## src/hw/tgtr_pkg.sv

```systemverilog
package tgtr_pkg;

  // ==========================================================
  // Register offsets (byte addresses, one aligned word each)
  // ==========================================================
  localparam logic [7:0] OFS_WP_SELECT  = 8'h00;
  localparam logic [7:0] OFS_POWER_STAT = 8'h04;
  localparam logic [7:0] OFS_MISC_IN    = 8'h08;
  localparam logic [7:0] OFS_TRIG_TEST  = 8'h0c;
  localparam logic [7:0] OFS_READY_TEST = 8'h10;
  localparam logic [7:0] OFS_VALID_TEST = 8'h14;
  localparam logic [7:0] OFS_INTEG_CTRL = 8'h18;
  localparam logic [7:0] OFS_GATE_STAT  = 8'h1c;

  // ==========================================================
  // Field layout
  // ==========================================================
  localparam int unsigned WP_NUM        = 4;
  localparam int unsigned SEL_START_LSB = 0;
  localparam int unsigned SEL_STOP_LSB  = 16;
  localparam int unsigned MISC_HALT_BIT = 4;
  localparam int unsigned MISC_EXT_LSB  = 0;
  localparam int unsigned EXT_NUM       = 2;
  localparam int unsigned TEST_BIT      = 0;

  // ==========================================================
  // Reset and fixed values
  // ==========================================================
  localparam logic [3:0]  RST_SEL       = 4'h0;
  localparam logic        RST_BIT       = 1'b0;
  localparam logic [31:0] POWER_STAT_VAL = 32'h0000_0001;

endpackage : tgtr_pkg

```

## src/hw/tgtr_gate.sv

```systemverilog
module tgtr_gate (
  input  wire logic       clk,
  input  wire logic       rst,
  input  wire logic       ce,
  input  wire logic [3:0] wp_in,
  input  wire logic [3:0] start_sel,
  input  wire logic [3:0] stop_sel,
  output logic            gate_q
);

  // ==========================================================
  // Start and stop resources
  // ==========================================================
  logic [3:0] start_hit;
  logic [3:0] stop_hit;
  logic       any_start;
  logic       any_stop;

  genvar g;
  generate
    for (g = 0; g < tgtr_pkg::WP_NUM; g++) begin : g_wp
      assign start_hit[g] = wp_in[g] & start_sel[g];
      assign stop_hit[g]  = wp_in[g] & stop_sel[g];
    end
  endgenerate

  assign any_start = |start_hit;
  assign any_stop  = |stop_hit;

  // Stop wins over a simultaneous start
  always_ff @(posedge clk or posedge rst) begin
    if (rst) begin
      gate_q <= tgtr_pkg::RST_BIT;
    end else if (ce) begin
      if (any_stop) begin
        gate_q <= 1'b0;
      end else if (any_start) begin
        gate_q <= 1'b1;
      end
    end
  end

  // ==========================================================
  // Assertions
  // ==========================================================
  a_stop_clears_gate: assert property (
    @(posedge clk) disable iff (rst)
    (ce && |(wp_in & stop_sel)) |=> !gate_q)
    else $error("Selected stop input did not close the gate");

  a_start_opens_gate: assert property (
    @(posedge clk) disable iff (rst)
    (ce && |(wp_in & start_sel) && !(|(wp_in & stop_sel))) |=> gate_q)
    else $error("Selected start input did not open the gate");

  a_unselected_ignored: assert property (
    @(posedge clk) disable iff (rst)
    (ce && !(|(wp_in & start_sel)) && !gate_q) |=> !gate_q)
    else $error("Gate opened without a selected start input");

endmodule : tgtr_gate

```

## src/hw/tgtr_regs.sv

```systemverilog
// Overview of operation
// - Bits 19 to 16 of the select register each enable watchpoint inputs 1 to 4 as a gate stop.
// - Bits 3 to 0 of the select register each enable watchpoint inputs 1 to 4 as a gate start.
// - The power status register always reads 1 in bit 0 and zero in bits 31 to 1.
// - The misc input test register reads the live halt pin in bit 4 and external inputs in 1:0.
// - In integration mode, writing bit 0 of the trigger test register drives that value on the trigger output.
// - Bit 0 of the ready test register reads the live trace bus ready input.
// - In integration mode, writing bit 0 of the valid test register sets the level on the trace bus valid output.
module tgtr_regs (
  input  wire logic        CLK_SYS,
  input  wire logic        RST,
  input  wire logic        CE,
  input  wire logic        WB_CYC_I,
  input  wire logic        WB_STB_I,
  input  wire logic        WB_WE_I,
  input  wire logic [7:0]  WB_ADR_I,
  input  wire logic [3:0]  WB_SEL_I,
  input  wire logic [31:0] WB_DAT_I,
  output logic      [31:0] WB_DAT_O,
  output logic             WB_ACK_O,
  input  wire logic [3:0]  WATCHPOINT_IN,
  input  wire logic        CORE_HALTED_INPUT,
  input  wire logic [1:0]  EXTERNAL_INPUT,
  input  wire logic        TRACE_BUS_READY_IN,
  input  wire logic        FUNC_TRIGGER,
  input  wire logic        FUNC_BUS_VALID,
  output logic             TRACE_TRIGGER_OUTPUT,
  output logic             TRACE_BUS_VALID_OUT,
  output logic             TRACE_GATE
);

  // ==========================================================
  // Bus decode
  // ==========================================================
  logic        ack_q;
  logic [31:0] dat_q;
  logic        req;
  logic        wr;
  logic        rd;
  logic        hit_sel;
  logic        hit_pwr;
  logic        hit_misc;
  logic        hit_trig;
  logic        hit_rdy;
  logic        hit_vld;
  logic        hit_ctl;
  logic        hit_gate;

  function automatic logic adr_is(input logic [7:0] a, input logic [7:0] ofs);
    adr_is = (a[7:2] == ofs[7:2]);
  endfunction : adr_is

  assign req      = CE && WB_CYC_I && WB_STB_I && !ack_q;
  assign wr       = req && WB_WE_I;
  assign rd       = req && !WB_WE_I;
  assign hit_sel  = adr_is(WB_ADR_I, tgtr_pkg::OFS_WP_SELECT);
  assign hit_pwr  = adr_is(WB_ADR_I, tgtr_pkg::OFS_POWER_STAT);
  assign hit_misc = adr_is(WB_ADR_I, tgtr_pkg::OFS_MISC_IN);
  assign hit_trig = adr_is(WB_ADR_I, tgtr_pkg::OFS_TRIG_TEST);
  assign hit_rdy  = adr_is(WB_ADR_I, tgtr_pkg::OFS_READY_TEST);
  assign hit_vld  = adr_is(WB_ADR_I, tgtr_pkg::OFS_VALID_TEST);
  assign hit_ctl  = adr_is(WB_ADR_I, tgtr_pkg::OFS_INTEG_CTRL);
  assign hit_gate = adr_is(WB_ADR_I, tgtr_pkg::OFS_GATE_STAT);

  // ==========================================================
  // Control registers
  // ==========================================================
  logic [3:0] start_sel_q;
  logic [3:0] stop_sel_q;
  logic       itmode_q;
  logic       trig_val_q;
  logic       valid_val_q;
  logic       gate;

  always_ff @(posedge CLK_SYS or posedge RST) begin
    if (RST) begin
      start_sel_q <= tgtr_pkg::RST_SEL;
      stop_sel_q  <= tgtr_pkg::RST_SEL;
    end else if (wr && hit_sel) begin
      if (WB_SEL_I[0]) begin
        start_sel_q <= WB_DAT_I[tgtr_pkg::SEL_START_LSB +: 4];
      end
      if (WB_SEL_I[2]) begin
        stop_sel_q <= WB_DAT_I[tgtr_pkg::SEL_STOP_LSB +: 4];
      end
    end
  end

  always_ff @(posedge CLK_SYS or posedge RST) begin
    if (RST) begin
      itmode_q <= tgtr_pkg::RST_BIT;
    end else if (wr && hit_ctl && WB_SEL_I[0]) begin
      itmode_q <= WB_DAT_I[tgtr_pkg::TEST_BIT];
    end
  end

  // Test values only take writes in integration mode
  always_ff @(posedge CLK_SYS or posedge RST) begin
    if (RST) begin
      trig_val_q <= tgtr_pkg::RST_BIT;
    end else if (CE) begin
      if (!itmode_q) begin
        trig_val_q <= 1'b0;
      end else if (wr && hit_trig && WB_SEL_I[0]) begin
        trig_val_q <= WB_DAT_I[tgtr_pkg::TEST_BIT];
      end
    end
  end

  always_ff @(posedge CLK_SYS or posedge RST) begin
    if (RST) begin
      valid_val_q <= tgtr_pkg::RST_BIT;
    end else if (CE) begin
      if (!itmode_q) begin
        valid_val_q <= 1'b0;
      end else if (wr && hit_vld && WB_SEL_I[0]) begin
        valid_val_q <= WB_DAT_I[tgtr_pkg::TEST_BIT];
      end
    end
  end

  // ==========================================================
  // Driven outputs
  // ==========================================================
  always_ff @(posedge CLK_SYS or posedge RST) begin
    if (RST) begin
      TRACE_TRIGGER_OUTPUT <= tgtr_pkg::RST_BIT;
      TRACE_BUS_VALID_OUT  <= tgtr_pkg::RST_BIT;
    end else if (CE) begin
      TRACE_TRIGGER_OUTPUT <= itmode_q ? trig_val_q : FUNC_TRIGGER;
      TRACE_BUS_VALID_OUT  <= itmode_q ? valid_val_q : FUNC_BUS_VALID;
    end
  end

  tgtr_gate u_gate (
    .clk       (CLK_SYS),
    .rst       (RST),
    .ce        (CE),
    .wp_in     (WATCHPOINT_IN),
    .start_sel (start_sel_q),
    .stop_sel  (stop_sel_q),
    .gate_q    (gate)
  );

  assign TRACE_GATE = gate;

  // ==========================================================
  // Read data and acknowledge
  // ==========================================================
  logic [31:0] rdata;

  always_comb begin
    rdata = 32'h0000_0000;
    if (hit_sel) begin
      rdata[tgtr_pkg::SEL_START_LSB +: 4] = start_sel_q;
      rdata[tgtr_pkg::SEL_STOP_LSB +: 4]  = stop_sel_q;
    end else if (hit_pwr) begin
      rdata = tgtr_pkg::POWER_STAT_VAL;
    end else if (hit_misc) begin
      rdata[tgtr_pkg::MISC_HALT_BIT] = CORE_HALTED_INPUT;
      rdata[tgtr_pkg::MISC_EXT_LSB +: tgtr_pkg::EXT_NUM] = EXTERNAL_INPUT;
    end else if (hit_rdy) begin
      rdata[tgtr_pkg::TEST_BIT] = TRACE_BUS_READY_IN;
    end else if (hit_ctl) begin
      rdata[tgtr_pkg::TEST_BIT] = itmode_q;
    end else if (hit_gate) begin
      rdata[tgtr_pkg::TEST_BIT] = gate;
    end
  end

  always_ff @(posedge CLK_SYS or posedge RST) begin
    if (RST) begin
      ack_q <= 1'b0;
    end else if (CE) begin
      ack_q <= req;
    end
  end

  always_ff @(posedge CLK_SYS or posedge RST) begin
    if (RST) begin
      dat_q <= 32'h0000_0000;
    end else if (CE) begin
      dat_q <= rd ? rdata : 32'h0000_0000;
    end
  end

  assign WB_ACK_O = ack_q;
  assign WB_DAT_O = dat_q;

  // ==========================================================
  // Assertions
  // ==========================================================
  a_power_reads_one: assert property (
    @(posedge CLK_SYS) disable iff (RST)
    (rd && hit_pwr) |=> (WB_ACK_O && WB_DAT_O == 32'h0000_0001))
    else $error("Power status did not read as one");

  a_misc_live_pins: assert property (
    @(posedge CLK_SYS) disable iff (RST)
    (rd && hit_misc) |=> (WB_ACK_O && WB_DAT_O[4] == $past(CORE_HALTED_INPUT)
      && WB_DAT_O[1:0] == $past(EXTERNAL_INPUT) && WB_DAT_O[31:5] == 27'h0))
    else $error("Misc input read did not show the pins");

  a_trig_write_out: assert property (
    @(posedge CLK_SYS) disable iff (RST)
    (wr && hit_trig && WB_SEL_I[0] && itmode_q) ##1 (CE && itmode_q)
      |=> (TRACE_TRIGGER_OUTPUT == $past(WB_DAT_I[0], 2)))
    else $error("Trigger output did not follow the test write");

  a_ready_live_read: assert property (
    @(posedge CLK_SYS) disable iff (RST)
    (rd && hit_rdy) |=> (WB_DAT_O == {31'h0, $past(TRACE_BUS_READY_IN)}))
    else $error("Ready test read did not show the input");

  a_valid_write_out: assert property (
    @(posedge CLK_SYS) disable iff (RST)
    (wr && hit_vld && WB_SEL_I[0] && itmode_q) ##1 (CE && itmode_q)
      |=> (TRACE_BUS_VALID_OUT == $past(WB_DAT_I[0], 2)))
    else $error("Valid output did not follow the test write");

  a_trig_value_holds: assert property (
    @(posedge CLK_SYS) disable iff (RST)
    (itmode_q && !(wr && hit_trig)) |=> $stable(trig_val_q))
    else $error("Trigger test value changed without a write");

  a_valid_value_holds: assert property (
    @(posedge CLK_SYS) disable iff (RST)
    (itmode_q && !(wr && hit_vld)) |=> $stable(valid_val_q))
    else $error("Valid test value changed without a write");

  a_exit_clears_test: assert property (
    @(posedge CLK_SYS) disable iff (RST)
    (CE && !itmode_q) |=> (!trig_val_q && !valid_val_q))
    else $error("Test values not cleared outside integration mode");

  a_select_written: assert property (
    @(posedge CLK_SYS) disable iff (RST)
    (wr && hit_sel && WB_SEL_I[2]) |=> (stop_sel_q == $past(WB_DAT_I[19:16])))
    else $error("Stop selection not written");

  a_start_written: assert property (
    @(posedge CLK_SYS) disable iff (RST)
    (wr && hit_sel && WB_SEL_I[0]) |=> (start_sel_q == $past(WB_DAT_I[3:0])))
    else $error("Start selection not written");

  a_select_readback: assert property (
    @(posedge CLK_SYS) disable iff (RST)
    (rd && hit_sel) |=> (WB_DAT_O == {12'h000, $past(stop_sel_q), 12'h000, $past(start_sel_q)}))
    else $error("Select read did not show both fields");

  a_trig_out_follows: assert property (
    @(posedge CLK_SYS) disable iff (RST)
    (CE && itmode_q) |=> (TRACE_TRIGGER_OUTPUT == $past(trig_val_q)))
    else $error("Trigger output did not show the test value");

  a_valid_out_follows: assert property (
    @(posedge CLK_SYS) disable iff (RST)
    (CE && itmode_q) |=> (TRACE_BUS_VALID_OUT == $past(valid_val_q)))
    else $error("Valid output did not show the test value");

  a_func_trig_pass: assert property (
    @(posedge CLK_SYS) disable iff (RST)
    (CE && !itmode_q) |=> (TRACE_TRIGGER_OUTPUT == $past(FUNC_TRIGGER)))
    else $error("Functional trigger not passed through");

  a_func_valid_pass: assert property (
    @(posedge CLK_SYS) disable iff (RST)
    (CE && !itmode_q) |=> (TRACE_BUS_VALID_OUT == $past(FUNC_BUS_VALID)))
    else $error("Functional valid not passed through");

  a_ce_freezes_state: assert property (
    @(posedge CLK_SYS) disable iff (RST)
    !CE |=> ($stable(TRACE_TRIGGER_OUTPUT) && $stable(TRACE_BUS_VALID_OUT)
      && $stable(WB_ACK_O) && $stable(WB_DAT_O) && $stable(TRACE_GATE) && $stable(itmode_q)))
    else $error("State changed while the clock enable was low");

  a_ack_follows_req: assert property (
    @(posedge CLK_SYS) disable iff (RST)
    req |=> WB_ACK_O)
    else $error("Request was not acknowledged in the next cycle");

  a_read_idle_zero: assert property (
    @(posedge CLK_SYS) disable iff (RST)
    !WB_ACK_O |-> (WB_DAT_O == 32'h0000_0000))
    else $error("Read data not zero outside the acknowledge");

  a_write_reads_zero: assert property (
    @(posedge CLK_SYS) disable iff (RST)
    wr |=> (WB_DAT_O == 32'h0000_0000))
    else $error("Write acknowledge carried read data");

  a_gate_status_read: assert property (
    @(posedge CLK_SYS) disable iff (RST)
    (rd && hit_gate) |=> (WB_DAT_O == {31'h0, $past(gate)}))
    else $error("Gate status read did not show the gate");

  a_ack_one_cycle: assert property (
    @(posedge CLK_SYS) disable iff (RST)
    (CE && WB_ACK_O) |=> !WB_ACK_O)
    else $error("Acknowledge lasted more than one cycle");

endmodule : tgtr_regs

```

## config.mk

```make
export PLATFORM = sky130hd
export DESIGN_NAME = tgtr_regs
export DESIGN_NICKNAME = d
export VERILOG_FILES = /design/src/hw/tgtr_pkg.sv /design/src/hw/tgtr_gate.sv /design/src/hw/tgtr_regs.sv
export SDC_FILE = /design/constraint.sdc
export NUM_CORES = 1
export LEC_CHECK = 0
export BUFFER_PORTS_ARGS = -buffer_cell sky130_fd_sc_hd__buf_2
export CAP_MARGIN = 5
export CORE_MARGIN = 2
export CORE_UTILIZATION = 40
export DETAILED_ROUTE_END_ITERATION = 6
export PLACE_DENSITY = 0.76
export SYNTH_ARGS = -nofsm -noshare
export SYNTH_HDL_FRONTEND = slang
export SYNTH_SLANG_ARGS = --single-unit
export TNS_END_PERCENT = 10
```

## constraint.sdc

```tcl
create_clock -name CLK_SYS -period 2.1 [get_ports CLK_SYS]
set_clock_uncertainty 0.2 [all_clocks]
set_input_delay 0.21 -clock CLK_SYS [delete_from_list [all_inputs] [get_ports CLK_SYS]]
set_output_delay 0.21 -clock CLK_SYS [all_outputs]
set_load 0.05 [all_outputs]
```

# Yosys cells after proc, flatten, opt, wreduce, memory -nomap -nowiden
# Cells that the tools add are included.
dict set report classes {
  eq_ne 9
  mux 20
  bitwise_logic 8
  n_reduce_logical 23
}
# op n
set ops {}
lappend ops {{equality test 6 x 3 -> 1 bit, second input constant} 4}
lappend ops {{two-way mux 20 bit} 1}
lappend ops {{two-way mux 1 bit} 16}
lappend ops {{equality test 6 x 2 -> 1 bit, second input constant} 2}
lappend ops {{logical AND 1 bit} 12}
lappend ops {{AND reduction 2 bit} 5}
lappend ops {{AND 1 bit} 8}
lappend ops {{two-way mux 4 bit} 2}
lappend ops {{OR reduction 4 bit} 2}
lappend ops {{equality test 6 x 1 -> 1 bit, second input constant} 1}
lappend ops {{zero test 6 bit} 1}
lappend ops {{!= test 2 x 1 -> 1 bit, second input constant} 2}
lappend ops {{zero test 1 bit} 2}
lappend ops {{two-way mux 2 bit} 1}
lappend ops {{nonzero test 2 bit} 1}
dict set report word_totals {
  ff_bits 47
  inputBits 60
  out_inout_bits 36
  wordCells 70
}

# Longest topological paths before layout
dict set report logic_depth {
  word_depth 8
  ltp_mapped 5
  ltp_nobuf 4
}

# By module
# A second synthesis with hierarchy kept.
dict set report hier_totals {
  hier_cells 135
  area_unflattened_um2 1361.3
}
# mod n_inst cells_each area_per_inst_um2 seq_area_each_um2
set by_module_without_submodules {}
lappend by_module_without_submodules {tgtr_regs 1 126 1276.2 575.6}
lappend by_module_without_submodules {tgtr_gate 1 9 85.1 25.0}

# Least setup slack after synthesis
# No wires, ideal clock.
dict set report synth_path {
  path_type {flip-flop to flip-flop}
  start {reg ack_q, in the netlist WB_ACK_O}
  end {reg start_sel_q[0]}
  setup_time_ns 0.125
  arrival_ns 1.890
  required_ns 1.775
  setup_slack_ns -0.115
  path_stages_with_launch 5
  path_buffers 0
  period_less_slack_ns 2.215
  cell_sequence {dfrtp_1 > nand4b_1 > or2_2 > nor2_2 > mux2_2}
}
dict set report synth_between {
  elab_chain_len 5
}
# item line
set synth_lines {}
lappend synth_lines {{start, declared} tgtr_regs.sv:35} ;# logic ack_q;
lappend synth_lines {{start signal, assigned} tgtr_regs.sv:175} ;# ack_q <= req;
lappend synth_lines {{zero test 1 bit} tgtr_regs.sv:53} ;# assign req = CE && WB_CYC_I && WB_STB_I && !ack_q;
lappend synth_lines {{logical AND 1 bit} tgtr_regs.sv:53}
lappend synth_lines {{logical AND 1 bit} tgtr_regs.sv:54} ;# assign wr = req && WB_WE_I;
lappend synth_lines {{logical AND 1 bit} tgtr_regs.sv:79} ;# end else if (wr && hit_sel) begin
lappend synth_lines {{AND reduction 2 bit (no line)} --}
lappend synth_lines {{end signal, assigned} tgtr_regs.sv:77} ;# start_sel_q <= tgtr_pkg::RST_SEL;
lappend synth_lines {{end signal, assigned} tgtr_regs.sv:81} ;# start_sel_q <= WB_DAT_I[tgtr_pkg::SEL_START_LSB +: 4];
lappend synth_lines {{end, declared} tgtr_regs.sv:68} ;# logic [3:0] start_sel_q;
# Every way passes these cells.
# A chain may end at the register's enable or synchronous reset.

# Final worst setup path
dict set report layout_path {
  start {in WB_ADR_I[7]}
  end {reg dat_q[1], in the netlist WB_DAT_O[1]}
}
dict set report layout_between {
  elab_chain_len 5
  elab_cells_between_ends 7
  classes_between {2 x eq/ne; 4 x mux; 1 x reduce/logical}
}
# item line
set layout_lines {}
lappend layout_lines {{start, declared} tgtr_regs.sv:16} ;# input wire logic [7:0] WB_ADR_I,
lappend layout_lines {{equality test 6 x 2 -> 1 bit} tgtr_regs.sv:50} ;# adr_is = (a[7:2] == ofs[7:2]);
lappend layout_lines {{two-way mux 1 bit} tgtr_regs.sv:159} ;# end else if (hit_misc) begin
lappend layout_lines {{two-way mux 2 bit} tgtr_regs.sv:157} ;# end else if (hit_pwr) begin
lappend layout_lines {{two-way mux 4 bit (*)} tgtr_regs.sv:154} ;# if (hit_sel) begin
lappend layout_lines {{two-way mux 20 bit (*)} tgtr_regs.sv:183} ;# dat_q <= rd ? rdata : 32'h0000_0000;
lappend layout_lines {{end signal, assigned} tgtr_regs.sv:183}
lappend layout_lines {{end, declared} tgtr_regs.sv:36} ;# logic [31:0] dat_q;
# Every way passes the cells marked *; elsewhere a longest branch is shown, timed or not.

==> results.py <==
metrics = {
    "die": {
        "rows": 20,
        "die_width_um": 61.4,
        "die-area_um2": 3770,
        "initial_core_util_pct": 42.4,
        "die_y_um": 61.4,
        "core_area_um2": 3100,
        "io_pins": 96,
    },
    "yosys": {
        "synth_flop_cell": "dfrtp_1",
        "ys_ff_latch": 24,
        "synth_cell_types": 36,
        "synth_edf_count": 0,
        "syn_area_per_cell_um2": 10.7,
        "netlist_area_um2": 1320,
        "seq_area_frac_synth_pct": 45.6,
        "syn_inst": 123,
        "ys_warn_count": 0,
        "async_reset_ff_share_pct": 100,
    },
    "worst_setup_path": {
        "critical_path_depth": 7,
        "ff2ff_path_depth": 4,
        "slowest_stage": "dlygate4sd3_1",
        "crit_chain": "buf_2 -> or4_4 -> buf_4 -> nor3_1 -> a22oi_1 -> o32ai_2 -> dlygate4sd3_1",
        "critPathMaxStageDelay_ps": 580,
        "cp.required_ps": 2160,
        "worst_ep_arrival_time_ps": 2080,
        "crit_family": "buffers and inverters",
        "startpoint_type": "input port",
        "cp_max_fo": 3,
        "crit_type": "in -> reg",
        "critPathBufInv": 3,
        "endpoint_kind": "flop",
    },
    "sta": {
        "maxSlewViolCount": 0,
        "max-slew-margin-rel_pct": 60.2,
        "hold_slack_ps": 47.1,
        "worst_pin_slew_ps": 597,
        "rsz0062_at_grt": "no",
        "setup_slack_ps": 79.9,
        "hold_violations": 0,
        "period_share_pct": 96.2,
        "clock.fmax_mhz": 495,
        "period_minus_slack_ps": 2020,
        "setup_viol": 0,
    },
    "global_route": {
        "grt_use_total_pct": 18.1,
        "grt_pass1_wl_mm": 4.91,
        "grt_max_degree": 17,
        "grt_pass1_vias": 1101,
        "grt_overflow": 0,
        "antenna_found_initial": 0,
    },
    "status": {
        "status": "complete, no violations",
    },
    "cells_and_area": {
        "multi_input_area_um2": 601,
        "fillers": 276,
        "diodes": 0,
        "drive_gt1_share_pct": 38.0,
        "fin_nets": 248,
        "ff_latch_area_um2": 602,
        "syn_to_final_growth_pct": 32.7,
    },
    "power_and_ir_drop": {
        "power_leakage_nw": 0.890,
        "ir_drop_mv": 0.458,
        "power_density_nw_per_um2": 619,
    },
    "detailed_routing": {
        "drt-initial-drc-count": 22,
        "routedWlPerCell_um": 13.7,
        "via_per_inst": 4.77,
        "routed_wl_mm": 3.16,
        "ant_nets": 0,
        "num_vias": 1103,
        "drcViolationCount": 0,
        "drt_first_pass_iters": 4,
    },
    "clock_tree": {
        "cts_buffer_depth": 2,
        "cts_setup_buffers": 0,
        "clock_latency_ps": 320,
        "numCtsBuffers": 3,
        "clkSlewWorstSetupHoldPaths_ps": 130,
        "cts_tree": "done",
        "h-tree-depth": 1,
        "root_buffer": "clkbuf_4",
        "cts_sinks": 24,
    },
    "worst_hold_path": {
        "hold_path_depth": 4,
        "hp-class": "in -> reg",
    },
    "job": {
        "maxCapViolations": 0,
    },
    "placed_design": {
        "io_buffers": 44,
        "gp_congestion": 0.893,
        "dp_slack_ps": -120,
        "dp_hpwl_mm": 2.33,
    },
}
-- layout make-up --
class                      count  share of cell area [%]
multi-input combinational     89                    34.4
clock inverter                 1                    1.72
timing repair buffer          65                    23.9
sequential                    24                    34.5
inverter                       5                    1.07
clock buffer                   3                    1.29
tap                           44                    3.15
-- cell usage in the layout, fill, tap and decap left out, types with 3 or more instances in the layout --
cell / instances
o21ai_0: 3
a22o_1: 7
inv_1: 5
clkbuf_4: 3
nor3_1: 3
a21oi_1: 3
a22oi_1: 3
nand2_1: 4
mux2i_1: 4
dlygate4sd3_1: 15
nor2_1: 5
buf_4: 7
dfrtp_1: 23
conb_1: 23
mux2_2: 9
buf_2: 43
-- cells by family (layout without fill, tap and decap cells) --
| group | count (synthesis) | count (layout) | share of synthesized area (%) |
|---|---|---|---|
| mux | 13 | 13 | 10.7 |
| buf+inv | 32 | 74 | 15.8 |
| compound gates | 25 | 25 | 14.3 |
| other cells | 1 | 23 | 0.285 |
| flops | 24 | 24 | 45.6 |
| simple gates | 28 | 28 | 13.3 |
-- power breakdown --
| group | internal, mW | total [mW] | switching, mW |
|---|---|---|---|
| Clock | 0.193 | 0.343 | 0.150 |
| Combinational | 0.0676 | 0.253 | 0.185 |
| Sequential | 0.475 | 0.486 | 0.0107 |
-- tightest hold or removal path, stage by stage --
cell and delay (ps):
buf_2 90, nor3_1 60, o2111ai_1 90, o21ai_0 80
-- synthesized netlist by cell type (2+ instances only) --
cell / n / share of area, %
nand2_1: 4 / 1.1
nand2b_1: 2 / 0.95
dfrtp_1: 24 / 46
mux2_2: 9 / 7.7
inv_1: 5 / 1.4
clkbuf_1: 3 / 0.86
buf_4: 23 / 13
a21oi_1: 3 / 1.1
a22o_1: 7 / 4.7
nand4b_1: 2 / 1.3
nand3_1: 2 / 0.76
mux2i_1: 4 / 3.0
nor3_1: 3 / 1.1
nor2_1: 5 / 1.4
a22oi_1: 3 / 1.7
nor2b_1: 2 / 0.95
o21ai_0: 3 / 1.1
-- sequential cells by signal (all words and copies together) (netlist names) --
name                  flops
WB_DAT_O                  9
trig_val_q                1
TRACE_BUS_VALID_OUT       1
TRACE_TRIGGER_OUTPUT      1
valid_val_q               1
WB_ACK_O                  1
itmode_q                  1
u_gate.gate_q             1
start_sel_q               4
stop_sel_q                4
-- layer usage --
metal / vias to the layer above / track usage, % / part of all wire, %
met5: - / 0 / 0
met4: 0 / 8.21 / 1.6
met3: 4 / 1.89 / 4.5
met2: 40 / 31.0 / 51
met1: 536 / 23.0 / 43
li1: 523 / - / -
-- per-stage QoR --
stage	setup TNS (ps)	util (%)	cells	total power [mW]	instance area (um^2)
3_5_place_dp	-730	49.4	212	0.724	1530
3_3_place_gp	-476	49.4	212	0.720	1530
5_1_grt	0	56.3	231	1.12	1750
2_1_floorplan	0	-	145	0.697	1400
4_1_cts	0	56.0	231	1.09	1740
6_report	0	56.3	231	1.08	1750
-- worst paths after layout --
check	start	slack [ps]	endpoint
max in group asynchronous	RST	870	stop_sel_q[1]$_DFFE_PP0P_
max reg2reg	WB_ACK_O$_DFFE_PP0P_	190	WB_DAT_O[1]$_DFFE_PP0P_
min in group asynchronous	RST	270	start_sel_q[2]$_DFFE_PP0P_
min reg2reg	trig_val_q$_DFFE_PP0P_	310	trig_val_q$_DFFE_PP0P_
max	WB_ADR_I[7]	80	WB_DAT_O[1]$_DFFE_PP0P_
min	WB_ADR_I[5]	50	WB_DAT_O[0]$_DFFE_PP0P_
-- repair_timing --
action                     in CTS  in global routing
hold endpoints to repair       28                  0
gates resized for setup         0                  3
hold buffers                   15                  0
setup endpoints to repair       0                  1
(Power assumes the default switching activity.)
